<file path="src/logic/ddscr_defs.svh">
// Register offsets, field positions and reset values of the channel register bank.
// Included by the package and the register bank; definitions only.
`ifndef DDSCR_DEFS_SVH
`define DDSCR_DEFS_SVH
`define DDSCR_ADDR_CHANNEL_SELECT 5'h00
`define DDSCR_ADDR_GLOBAL_FUNC_TWO 5'h02
`define DDSCR_ADDR_CHANNEL_FUNCTION 5'h03
`define DDSCR_ADDR_FREQUENCY_WORD 5'h04
`define DDSCR_ADDR_PHASE_OFFSET 5'h05
`define DDSCR_ADDR_AMPLITUDE_CONTROL 5'h06
`define DDSCR_ADDR_SWEEP_RAMP_RATE 5'h07
`define DDSCR_ADDR_RISING_DELTA 5'h08
`define DDSCR_ADDR_FALLING_DELTA 5'h09
`define DDSCR_CSR_EN_LSB 4
`define DDSCR_GF2_AUTO_CLR_PHASE 13
`define DDSCR_GF2_AUTO_CLR_SWEEP 15
`define DDSCR_GF2_CLR_PHASE 12
`define DDSCR_GF2_CLR_SWEEP 14
`define DDSCR_CFN_SINE 0
`define DDSCR_CFN_CLR_PHASE 1
`define DDSCR_CFN_AUTO_CLR_PHASE 2
`define DDSCR_CFN_CLR_SWEEP 3
`define DDSCR_CFN_AUTO_CLR_SWEEP 4
`define DDSCR_CFN_MATCH_PIPE 5
`define DDSCR_CFN_CONV_PDN 6
`define DDSCR_CFN_DIG_PDN 7
`define DDSCR_CFN_LSB_CTL_LSB 8
`define DDSCR_CFN_SWEEP_RR_LOAD 13
`define DDSCR_CFN_SWEEP_EN 14
`define DDSCR_CFN_NO_DWELL 15
`define DDSCR_CFN_ALIGN_LSB 16
`define DDSCR_CFN_MOD_SEL_LSB 22
`define DDSCR_CFN_WRITABLE 24'hc7e3ff
`define DDSCR_ACR_SCALE_LSB 0
`define DDSCR_ACR_RR_LOAD 10
`define DDSCR_ACR_AUTO_RAMP 11
`define DDSCR_ACR_MULT_EN 12
`define DDSCR_ACR_STEP_LSB 14
`define DDSCR_ACR_RATE_LSB 16
`define DDSCR_ACR_WRITABLE 24'hffdfff
`define DDSCR_POW_WRITABLE 16'h3fff
`define DDSCR_CSR_RESET 8'hf0
`define DDSCR_NUM_CHANNELS 4
`endif

</file>
<file path="src/logic/ddscr_pkg.sv">
// Types shared by the channel register bank and its surroundings.
// Includes ddscr_defs.svh; its field widths are written out directly.
`include "ddscr_defs.svh"
package ddscr_pkg;
  typedef struct packed {
    logic [23:0] function_word;
    logic [31:0] frequency_word;
    logic [15:0] phase_offset;
    logic [23:0] amplitude;
    logic [15:0] ramp_rate;
    logic [31:0] rising_delta;
    logic [31:0] falling_delta;
  } ddscr_chan_t;

  typedef struct packed {
    logic we;
    logic [4:0] addr;
    logic [31:0] wdata;
  } ddscr_wr_t;

  typedef struct packed {
    logic sine_sel;
    logic phase_clr_async;
    logic phase_load_zero;
    logic sweep_clr_async;
    logic sweep_load_zero;
    logic match_pipe;
    logic conv_pdn;
    logic dig_pdn;
    logic [1:0] lsb_ctl;
    logic sweep_rr_reload;
    logic sweep_en;
    logic no_dwell;
    logic [2:0] align;
    logic [1:0] mod_sel;
    logic [31:0] freq_word;
    logic [13:0] phase_word;
    logic [9:0] amp_scale;
    logic mult_en;
    logic amp_rr_reload;
    logic auto_ramp;
    logic [1:0] amp_step;
    logic [7:0] amp_rate;
    logic [15:0] sweep_rate;
    logic [31:0] rise_delta;
    logic [31:0] fall_delta;
  } ddscr_ctl_t;

  typedef enum logic [1:0] {
    DDSCR_IDLE,
    DDSCR_APPLY
  } ddscr_state_t;

  typedef struct packed {
    ddscr_state_t state;
    logic [7:0] chan_sel;
    logic [15:0] gfunc_two;
    ddscr_chan_t [3:0] staged;
    ddscr_chan_t [3:0] active;
    ddscr_ctl_t [3:0] ctl;
  } ddscr_state_vec_t;
endpackage

</file>
<file path="src/logic/ddscr_bank.sv">
// Per-channel control register bank of a four-channel synthesizer core.
// Assumes the serial port front end delivers decoded word writes in the ref_clk domain.
// Functional notes
// - Global auto sweep clear zeros sweep at update.
// - Function bit 0 picks sine over cosine.
// - Function bit 1 holds phase accumulator cleared.
// - Function bit 2 zeros phase accumulator at update.
// - Function bit 3 holds sweep accumulator cleared.
// - Function bit 4 zeros sweep accumulator at update.
// - Function bit 5 enables matched pipeline delay.
// - Function bit 6 powers down the converter.
// - Function bit 7 powers down the digital core.
// - Sweep ramp timer reloads at update if bit 13.
// - Function bit 14 enables linear sweep.
// - No-dwell bit ignored while sweep disabled.
// - Bits 18-16 alignment; bits 21-19 inactive.
// - Bits 23-22 select modulation target.
// - Each channel holds its own frequency word.
// - Phase register holds 14-bit offset word.
// - Amplitude bits 9-0 hold scale factor.
// - Multiplier disabled and bypassed when bit 12 clear.
// - Amplitude ramp timer reloads at update if bit 10.
// - Auto ramp bit valid only with multiplier on.
// - Step size, ramp rate fields; bit 13 inactive.
// - Channel holds ramp rate and rising delta.
// - Channel holds falling delta word.
// - Writes reach only channels enabled in mask.
`timescale 1ns/1ns
`include "ddscr_defs.svh"
module ddscr_bank #(
  parameter int NUM_CH = `DDSCR_NUM_CHANNELS
) (
  ref_clk,
  sys_rst,
  clk_en,
  wr,
  io_update,
  profile_change,
  ctl,
  phase_clr_async,
  sweep_clr_async,
  chan_en,
  rd_addr,
  rd_chan,
  rd_data
);
  input wire logic ref_clk;
  input wire logic sys_rst;
  input wire logic clk_en;
  input wire ddscr_pkg::ddscr_wr_t wr;
  input wire logic io_update;
  input wire logic profile_change;
  output ddscr_pkg::ddscr_ctl_t [3:0] ctl;
  output logic [3:0] phase_clr_async;
  output logic [3:0] sweep_clr_async;
  output logic [3:0] chan_en;
  input wire logic [4:0] rd_addr;
  input wire logic [1:0] rd_chan;
  output logic [31:0] rd_data;

  ddscr_pkg::ddscr_state_vec_t st_r;
  ddscr_pkg::ddscr_state_vec_t st_nxt;
  logic [31:0] rd_r;
  logic [31:0] rd_nxt;
  logic upd_first;

  // Decodes the word view of a channel register; used by readback only.
  function automatic logic [31:0] chan_word(input ddscr_pkg::ddscr_chan_t c,
                                            input logic [4:0] a);
    logic [31:0] w;
    w = 32'h0;
    case (a)
      `DDSCR_ADDR_CHANNEL_FUNCTION: w = {8'h00, c.function_word};
      `DDSCR_ADDR_FREQUENCY_WORD: w = c.frequency_word;
      `DDSCR_ADDR_PHASE_OFFSET: w = {16'h0000, c.phase_offset};
      `DDSCR_ADDR_AMPLITUDE_CONTROL: w = {8'h00, c.amplitude};
      `DDSCR_ADDR_SWEEP_RAMP_RATE: w = {16'h0000, c.ramp_rate};
      `DDSCR_ADDR_RISING_DELTA: w = c.rising_delta;
      `DDSCR_ADDR_FALLING_DELTA: w = c.falling_delta;
      default: w = 32'h0;
    endcase
    return w;
  endfunction

  // Builds the decoded controls of one channel from its active words.
  function automatic ddscr_pkg::ddscr_ctl_t decode(input ddscr_pkg::ddscr_chan_t c,
                                                   input logic [15:0] g2,
                                                   input logic upd,
                                                   input logic prof);
    ddscr_pkg::ddscr_ctl_t d;
    d = '0;
    d.sine_sel = c.function_word[`DDSCR_CFN_SINE];
    // The global clear bits are folded in here so the clear pins leave a flop directly.
    d.phase_clr_async = c.function_word[`DDSCR_CFN_CLR_PHASE] |
                        g2[`DDSCR_GF2_CLR_PHASE];
    d.phase_load_zero = upd & (c.function_word[`DDSCR_CFN_AUTO_CLR_PHASE] |
                        g2[`DDSCR_GF2_AUTO_CLR_PHASE]);
    d.sweep_clr_async = c.function_word[`DDSCR_CFN_CLR_SWEEP] |
                        g2[`DDSCR_GF2_CLR_SWEEP];
    d.sweep_load_zero = upd & (c.function_word[`DDSCR_CFN_AUTO_CLR_SWEEP] |
                        g2[`DDSCR_GF2_AUTO_CLR_SWEEP]);
    d.match_pipe = c.function_word[`DDSCR_CFN_MATCH_PIPE];
    d.conv_pdn = c.function_word[`DDSCR_CFN_CONV_PDN];
    d.dig_pdn = c.function_word[`DDSCR_CFN_DIG_PDN];
    d.lsb_ctl = c.function_word[`DDSCR_CFN_LSB_CTL_LSB +: 2];
    d.sweep_rr_reload = upd & c.function_word[`DDSCR_CFN_SWEEP_RR_LOAD];
    d.sweep_en = c.function_word[`DDSCR_CFN_SWEEP_EN];
    d.no_dwell = c.function_word[`DDSCR_CFN_NO_DWELL] &
                 c.function_word[`DDSCR_CFN_SWEEP_EN];
    d.align = c.function_word[`DDSCR_CFN_ALIGN_LSB +: 3];
    d.mod_sel = c.function_word[`DDSCR_CFN_MOD_SEL_LSB +: 2];
    d.freq_word = c.frequency_word;
    d.phase_word = c.phase_offset[13:0];
    d.amp_scale = c.amplitude[`DDSCR_ACR_SCALE_LSB +: 10];
    d.mult_en = c.amplitude[`DDSCR_ACR_MULT_EN];
    d.amp_rr_reload = (upd | prof) & c.amplitude[`DDSCR_ACR_RR_LOAD];
    d.auto_ramp = c.amplitude[`DDSCR_ACR_AUTO_RAMP] &
                  c.amplitude[`DDSCR_ACR_MULT_EN];
    d.amp_step = c.amplitude[`DDSCR_ACR_STEP_LSB +: 2];
    d.amp_rate = c.amplitude[`DDSCR_ACR_RATE_LSB +: 8];
    d.sweep_rate = c.ramp_rate;
    d.rise_delta = c.rising_delta;
    d.fall_delta = c.falling_delta;
    return d;
  endfunction

  always_comb begin
    // A strobe held high still gives one-cycle zero loads, since only the idle state arms them.
    upd_first = io_update && (st_r.state == ddscr_pkg::DDSCR_IDLE);
    st_nxt = st_r;
    rd_nxt = rd_r;
    if (wr.we) begin
      case (wr.addr)
        `DDSCR_ADDR_CHANNEL_SELECT: st_nxt.chan_sel = wr.wdata[7:0];
        `DDSCR_ADDR_GLOBAL_FUNC_TWO: st_nxt.gfunc_two = wr.wdata[15:0];
        default: begin
        end
      endcase
    end
    for (int i = 0; i < NUM_CH; i++) begin
      // The mask is read from its register, so a write in the same cycle as a mask change uses the old mask.
      if (wr.we && st_r.chan_sel[`DDSCR_CSR_EN_LSB + i]) begin
        case (wr.addr)
          `DDSCR_ADDR_CHANNEL_FUNCTION:
            st_nxt.staged[i].function_word = wr.wdata[23:0] & `DDSCR_CFN_WRITABLE;
          `DDSCR_ADDR_FREQUENCY_WORD: st_nxt.staged[i].frequency_word = wr.wdata;
          `DDSCR_ADDR_PHASE_OFFSET:
            st_nxt.staged[i].phase_offset = wr.wdata[15:0] & `DDSCR_POW_WRITABLE;
          `DDSCR_ADDR_AMPLITUDE_CONTROL:
            st_nxt.staged[i].amplitude = wr.wdata[23:0] & `DDSCR_ACR_WRITABLE;
          `DDSCR_ADDR_SWEEP_RAMP_RATE: st_nxt.staged[i].ramp_rate = wr.wdata[15:0];
          `DDSCR_ADDR_RISING_DELTA: st_nxt.staged[i].rising_delta = wr.wdata;
          `DDSCR_ADDR_FALLING_DELTA: st_nxt.staged[i].falling_delta = wr.wdata;
          default: begin
          end
        endcase
      end
      if (io_update) begin
        st_nxt.active[i] = st_nxt.staged[i];
      end
      st_nxt.ctl[i] = decode(st_nxt.active[i], st_nxt.gfunc_two, upd_first, profile_change);
    end
    case (st_r.state)
      ddscr_pkg::DDSCR_IDLE: begin
        if (io_update) begin
          st_nxt.state = ddscr_pkg::DDSCR_APPLY;
        end
      end
      ddscr_pkg::DDSCR_APPLY: begin
        if (!io_update) begin
          st_nxt.state = ddscr_pkg::DDSCR_IDLE;
        end
      end
      default: st_nxt.state = ddscr_pkg::DDSCR_IDLE;
    endcase
    if (rd_addr == `DDSCR_ADDR_CHANNEL_SELECT) begin
      rd_nxt = {24'h000000, st_r.chan_sel};
    end else if (rd_addr == `DDSCR_ADDR_GLOBAL_FUNC_TWO) begin
      rd_nxt = {16'h0000, st_r.gfunc_two};
    end else begin
      rd_nxt = chan_word(st_r.active[rd_chan], rd_addr);
    end
  end

  always_ff @(posedge ref_clk or posedge sys_rst) begin
    if (sys_rst) begin
      st_r <= '0;
      st_r.chan_sel <= `DDSCR_CSR_RESET;
      rd_r <= 32'h0;
    end else if (clk_en) begin
      st_r <= st_nxt;
      rd_r <= rd_nxt;
    end
  end

  // Clear levels come straight from the ctl flops; the core applies them asynchronously.
  always_comb begin
    ctl = st_r.ctl;
    rd_data = rd_r;
    chan_en = st_r.chan_sel[`DDSCR_CSR_EN_LSB +: 4];
    for (int i = 0; i < 4; i++) begin
      phase_clr_async[i] = st_r.ctl[i].phase_clr_async;
      sweep_clr_async[i] = st_r.ctl[i].sweep_clr_async;
    end
  end
endmodule

</file>
<file path="config.mk">
export PLATFORM = sky130hd
export DESIGN_NAME = ddscr_bank
export DESIGN_NICKNAME = d
export VERILOG_FILES = /design/src/logic/ddscr_pkg.sv /design/src/logic/ddscr_bank.sv
export VERILOG_INCLUDE_DIRS = /design/src /design/src/logic
export SDC_FILE = /design/constraint.sdc
export NUM_CORES = 2
export LEC_CHECK = 0
export ABC_AREA = 1
export BUFFER_PORTS_ARGS = -buffer_cell sky130_fd_sc_hd__buf_2
export CAP_MARGIN = 10
export CORE_MARGIN = 2
export CORE_UTILIZATION = 35
export CTS_CLUSTER_DIAMETER = 30
export DETAILED_ROUTE_END_ITERATION = 8
export HOLD_SLACK_MARGIN = 0.08
export PLACE_DENSITY = 0.63
export SLEW_MARGIN = 10
export SYNTH_ARGS = -nofsm -noshare
export SYNTH_HDL_FRONTEND = slang
export SYNTH_SLANG_ARGS = --single-unit
export TNS_END_PERCENT = 30
</file>
<file path="constraint.sdc">
create_clock -name ref_clk -period 117.3 [get_ports ref_clk]
set_input_delay 23.46 -clock ref_clk [delete_from_list [all_inputs] [get_ports ref_clk]]
set_output_delay 23.46 -clock ref_clk [all_outputs]
set_load 0.01 [all_outputs]
</file>
; ---- After elaboration in Yosys (flattened, before gate mapping)
; Index checks and enable logic that the tools add are counted.
; Widths: inputs -> output; s select.
[word_totals]
regBits = 1630
inputBits = 50
output_inout_bits = 712
wordCells = 272
[op_classes]
n_lt_le_gt_ge = 1
n_eq_ne = 19
muxes = 46
bitwise_logic = 41
reduce_logical = 12
[ops]
columns = cell, count
row1 = $mux 176, 9
row2 = $mux 32, 14
row3 = $bmux 176 s2, 1
row4 = $pmux 32 s7, 1
row5 = $mux 24, 8
row6 = $mux 16, 10
row7 = $eq 5x3->1 const B, 8
row8 = $and 1x1->1, 24
row9 = $eq 5x2->1 const B, 4
row10 = $eq 5x4->1 const B, 4
row11 = $or 1x1->1, 17
row12 = $logic_not 5->1, 2
row13 = $reduce_and 3->1, 3
row14 = $logic_and 1x1->1, 5
row15 = $mux 2, 2
row16 = $ne 2x2->1 const B, 2
row17 = $pmux 2 s2, 1
row18 = $lt 2x3->1 const B, 1
row19 = $eq 2x1->1 const B, 1
row20 = $logic_not 2->1, 1
row21 = $reduce_and 2->1, 1

; ---- Depth between registers and ports, before layout
[depth]
word_depth = 6
ltp_mapped = 14
depth_no_buf = 11

; ---- Worst setup path after synthesis
; No wires, ideal clock.
[synth_timing]
path_kind = input-to-reg
start = in rd_chan[0]
end = reg rd_r[8], in the netlist rd_data[8]
setup_ps = 117
arrival_time_ps = 24628
slack_ps = 92555
cell_stages = 13
path_buffers = 3
path_cell_list = buf_2 clkinv_1 buf_2 clkbuf_1 nand2_1 nand3_1 nand2_1 nand2_1 nand2_1 nor2_1 nand3_1 nand2_1 nand2_1
[synth_between]
elab_chain_len = 5
[synth_lines]
columns = item, line_no
row1 = from (decl), ddscr_bank.sv:58  ; input wire logic [1:0] rd_chan;
row2 = $bmux 176 s2, ddscr_bank.sv:181  ; rd_nxt = chan_word(st_r.active[rd_chan], rd_addr);
row3 = $mux 176 (implied by the code), ddscr_bank.sv:181
row4 = $pmux 32 s7, ddscr_bank.sv:72  ; case (a)
row5 = $mux 32, ddscr_bank.sv:178  ; end else if (rd_addr == `DDSCR_ADDR_GLOBAL_FUNC_TWO) begin
row6 = $mux 32, ddscr_bank.sv:176  ; if (rd_addr == `DDSCR_ADDR_CHANNEL_SELECT) begin
row7 = to (signal assigned), ddscr_bank.sv:192  ; rd_r <= rd_nxt;
row8 = to (decl), ddscr_bank.sv:63  ; logic [31:0] rd_r;
; Every way passes these cells. The select of a mux whose other input is x is not followed.
; A chain may end at the register's enable or synchronous reset.

==> metrics.log <==
INFO  metric run_status = finished, final reports clean
INFO  metric fp.dieH = 461.4 um
INFO  metric post_cts.resized_instances = 0
INFO  metric antenna_left = 0
INFO  metric period_share = 24.82%
INFO  metric route.detailed.drc = 0
INFO  metric globalRouteTotalUtil = a little over a quarter
INFO  metric min_period = around 29 ns
INFO  metric portion_of_the_post_synthesis_area_used_by_sequential_elements = around 50%
INFO  metric ir_drop_worst_case_vdd = about 0.015 mV
INFO  metric avgSynthCellArea = between 7 and 8 um2
INFO  metric setup_viol_count_final = 0
INFO  metric detailroute.via_count = 65460
INFO  metric clock_insertion_delay_worst_skew = 0.95 ns
INFO  metric timing.max_cap.violations = 0
INFO  metric core = around 210000 um2
INFO  metric cp_peak_stage_delay = between 0.8 and 0.9 ns
INFO  metric rows = about 170
INFO  metric hold-path-cell-count = 2
INFO  metric wl_per_cell = between 20 and 25 um
INFO  metric critical-path-top-delay-family = buffers and inverters
INFO  metric synth_seq_cells = 1497
INFO  metric yosys.area.top_type_share = 51.03%
INFO  metric cts_buffers = approximately 370
INFO  metric cts.root.buffer_cell = sky130_fd_sc_hd__clkbuf_16
INFO  metric totalNegativeSetupSlack = 0 ns
INFO  metric final_design_area_no_fill = a little under 90000 um2
INFO  metric synthArstFlopShare = between 90% and 100%
INFO  metric cellLeakagePower = around 42 nW
INFO  metric syn-num-nets = a little over 9000
INFO  metric post_synth_num_cell_types = 25
INFO  metric grt_antenna_before_repair = 33
INFO  metric nNetsFinal = approximately 9200
INFO  metric hold_path_class = reg2reg
INFO  metric cts_tree = built
INFO  metric first_global_vias = 61720
INFO  metric ys_warn_count = 0
INFO  metric cts.htree.levels = 5
INFO  metric drive_gt1_share = 16.13%
INFO  metric worstPathBufferInverterCount = 9
INFO  metric grt_setup_unrepaired = no
INFO  metric pre_cts_ws = between 80 and 90 ns
INFO  metric clkTransAtPathRegs = about 0.040 ns
INFO  metric max_freq = 34.34 MHz
INFO  metric layout-area-overhead-vs-synth = 18.34%
INFO  metric detailed_place.area = 74020 um2
INFO  metric grt_first_pass_wirelength = ~430000 um
INFO  metric die-area = between 200000 and 250000 um2
INFO  metric synth_enable_flop_cells = 0
INFO  metric boundaryPins = about 760
INFO  metric cts-root-to-sink-buffers = 4
INFO  metric post-layout-total-power = about 1.9 mW
INFO  metric hold-worst-slack = around 0.46 ns
INFO  metric data_required_time_of_the_worst_path = about 120 ns
INFO  metric cts.sinks = around 1500
INFO  metric arrival = 30.05 ns
INFO  metric path_max_fanout = around 160
INFO  metric total_of_hold_buffers_inserted_after_clock_tree_synthesis = 0
INFO  metric timing_max_transition_violations_final = 0
INFO  metric timing.final.ws_setup = roughly 90 ns
INFO  metric crit_path_cell_trace = buf_2, inv_8, buf_12, buf_4, buf_4, buf_4, buf_4, buf_4, buf_4
INFO  metric floorplan.initialDensity = a little over a third
INFO  metric worst_pin_slew = between 1 and 1.5 ns
INFO  metric dpl.hpwl = 198500 um
INFO  metric routability_driven_placement_congestion_ratio = roughly 0.90
INFO  metric final.setup_skew = 0.07619 ns
INFO  metric critical_path.startpoint_type = primary input
INFO  metric worstRegToRegCells = 11
INFO  metric post-cts-setup-buffers = 0
INFO  metric die_w = roughly 460 um
INFO  metric mappedNetlistArea = ~73000 um2
INFO  metric yosysTopAreaCell = sky130_fd_sc_hd__dfrtp_1
INFO  metric timing.critical_path.to_type = asynchronous set/reset pin
INFO  metric synth_common_cells = sky130_fd_sc_hd__nand2_1 (2754), sky130_fd_sc_hd__dfrtp_1 (1493), sky130_fd_sc_hd__o21ai_0 (1304)
INFO  metric relative_slew_slack = 10.40%
INFO  metric drtIter0Drc = 8270
INFO  metric yosys_most_used_dff = sky130_fd_sc_hd__dfrtp_1
INFO  metric critPathKind = in2async
INFO  metric critical_path_depth = 9
INFO  metric post-synth-top-count-cell = sky130_fd_sc_hd__nand2_1
INFO  metric vias_cell = roughly 5.4
INFO  metric final-hold-violation-count = 0
INFO  metric placement.io_buffers = about 760
INFO  metric synth.area.top_cells = sky130_fd_sc_hd__dfrtp_1 (51%), sky130_fd_sc_hd__nand2_1 (14%), sky130_fd_sc_hd__o21ai_0 (8.9%)
INFO  metric power_per_cell_area = ~21 nW/um2
INFO  metric critical-path-slowest-cell = sky130_fd_sc_hd__buf_4
INFO  metric firstDrtPassIters = 9
INFO  metric netlist_instances = approximately 9000
INFO  metric grt_remaining_overflow = 0
INFO  metric path_common_cell = sky130_fd_sc_hd__buf_4
INFO  metric overall_routed_net_length = about 300000 um
INFO  metric maximum_number_of_pins_on_one_net_before_global_route_repair = 285
[state kept, by name, summed over array words and instances, names as in the netlist]
name	flops
ctl	480
st_r	981
rd_data	32
chan_en	4
[logic make-up (layout without fill, tap and decap cells)]
family                   after synthesis  in the layout  synth area share [%]
AND/OR/NAND/NOR                     3330           3330                 17.69
AO/OA/AOI/OAI                       2276           2276                 16.75
adder cells (fa/ha/maj)                1              1               0.01709
other                                  0             23                     0
flip-flops                          1497           1497                 51.17
XOR/XNOR                               1              1               0.01196
buffers and inverters               2065           2286                 14.36
[layer usage]
metal  share of wire (%)  wire [um]  track usage [%]  up-vias
li1                    -          -                -    29180
met1                  38     115100            34.56    31710
met2                  43     130500            40.57     3815
met3                  12      36670            9.797      738
met4                 6.0      18120            15.84       20
met5               0.046        139                0        -
[cell type report]
type | instances | area [um2]
timing repair buffer | 860 | 4693
fill | 20370 | 120900
sequential | 1497 | 37470
clock inverter | 163 | 2185
tap | 2788 | 3488
inverter | 780 | 2965
multi-input combinational | 5608 | 25410
antenna | 23 | 57.56
clock buffer | 483 | 10370
[worst paths after layout]
| path | start | endpoint | slack, ns |
|---|---|---|---|
| max in group ref_clk | io_update | ctl[233] | 90.67 |
| worst min register to register | st_r[1895] | st_r[1895] | 0.46 |
| worst min-delay path | st_r[1895] | st_r[1895] | 0.46 |
| worst max-delay path | sys_rst | ctl[389] | 88.18 |
| worst max register to register | chan_en[1] | ctl[329] | 113.31 |
| min in group asynchronous | sys_rst | st_r[1838] | 22.69 |
[tightest hold or removal path, stage by stage (launching register included)]
cell and delay [ns]:
sky130_fd_sc_hd__dfrtp_1 0.33, sky130_fd_sc_hd__nand2_1 0.05, sky130_fd_sc_hd__inv_1 0.04
[power breakdown]
group	leakage (nW)	internal (mW)	switching, mW	total (mW)
Clock	6.12	0.715	0.313	1.03
Sequential	20.2	0.572	0.0366	0.608
Combinational	15.7	0.0618	0.154	0.216
[cells in the final DEF (no fill, tap or decap)]
| cell | synthesis | routed |
|---|---|---|
| sky130_fd_sc_hd__a21oi_1 | 94 | 94 |
| sky130_fd_sc_hd__a22oi_1 | 2 | 2 |
| sky130_fd_sc_hd__a31oi_1 | 16 | 16 |
| sky130_fd_sc_hd__buf_12 | 0 | 9 |
| sky130_fd_sc_hd__buf_2 | 165 | 758 |
| sky130_fd_sc_hd__buf_4 | 680 | 90 |
| sky130_fd_sc_hd__buf_8 | 0 | 2 |
| sky130_fd_sc_hd__bufinv_16 | 0 | 46 |
| sky130_fd_sc_hd__clkbuf_1 | 378 | 52 |
| sky130_fd_sc_hd__clkbuf_16 | 0 | 377 |
| sky130_fd_sc_hd__clkbuf_8 | 0 | 55 |
| sky130_fd_sc_hd__clkinv_1 | 5 | 4 |
| sky130_fd_sc_hd__clkinv_16 | 0 | 2 |
| sky130_fd_sc_hd__clkinv_2 | 0 | 70 |
| sky130_fd_sc_hd__clkinv_4 | 0 | 9 |
| sky130_fd_sc_hd__clkinv_8 | 0 | 2 |
| sky130_fd_sc_hd__clkinvlp_4 | 0 | 31 |
| sky130_fd_sc_hd__dfrtp_1 | 1493 | 1493 |
| sky130_fd_sc_hd__dfstp_2 | 4 | 4 |
| sky130_fd_sc_hd__diode_2 | 0 | 23 |
| sky130_fd_sc_hd__ha_1 | 1 | 1 |
| sky130_fd_sc_hd__inv_1 | 765 | 762 |
| sky130_fd_sc_hd__inv_16 | 0 | 2 |
| sky130_fd_sc_hd__inv_2 | 10 | 9 |
| sky130_fd_sc_hd__inv_6 | 0 | 1 |
| sky130_fd_sc_hd__inv_8 | 0 | 5 |
| sky130_fd_sc_hd__nand2_1 | 2754 | 2749 |
| sky130_fd_sc_hd__nand2_4 | 0 | 5 |
| sky130_fd_sc_hd__nand3_1 | 312 | 312 |
| sky130_fd_sc_hd__nand4_1 | 2 | 2 |
| sky130_fd_sc_hd__nor2_1 | 240 | 224 |
| sky130_fd_sc_hd__nor2_2 | 20 | 17 |
| sky130_fd_sc_hd__nor2_4 | 1 | 20 |
| sky130_fd_sc_hd__o211ai_1 | 10 | 10 |
| sky130_fd_sc_hd__o21ai_0 | 1304 | 1304 |
| sky130_fd_sc_hd__o21ai_1 | 194 | 194 |
| sky130_fd_sc_hd__o22ai_1 | 656 | 656 |
| sky130_fd_sc_hd__or2_2 | 1 | 1 |
| sky130_fd_sc_hd__xor2_1 | 1 | 1 |
[per-stage QoR]
step | cells | util, %
global placement | 11530 | 35.68
CTS | 12180 | 41.73
finish | 12200 | 41.76
detailed placement | 11530 | 35.68
global route | 12190 | 41.74
floorplan | 9170 | -
Power figures use the tool's default switching activity.
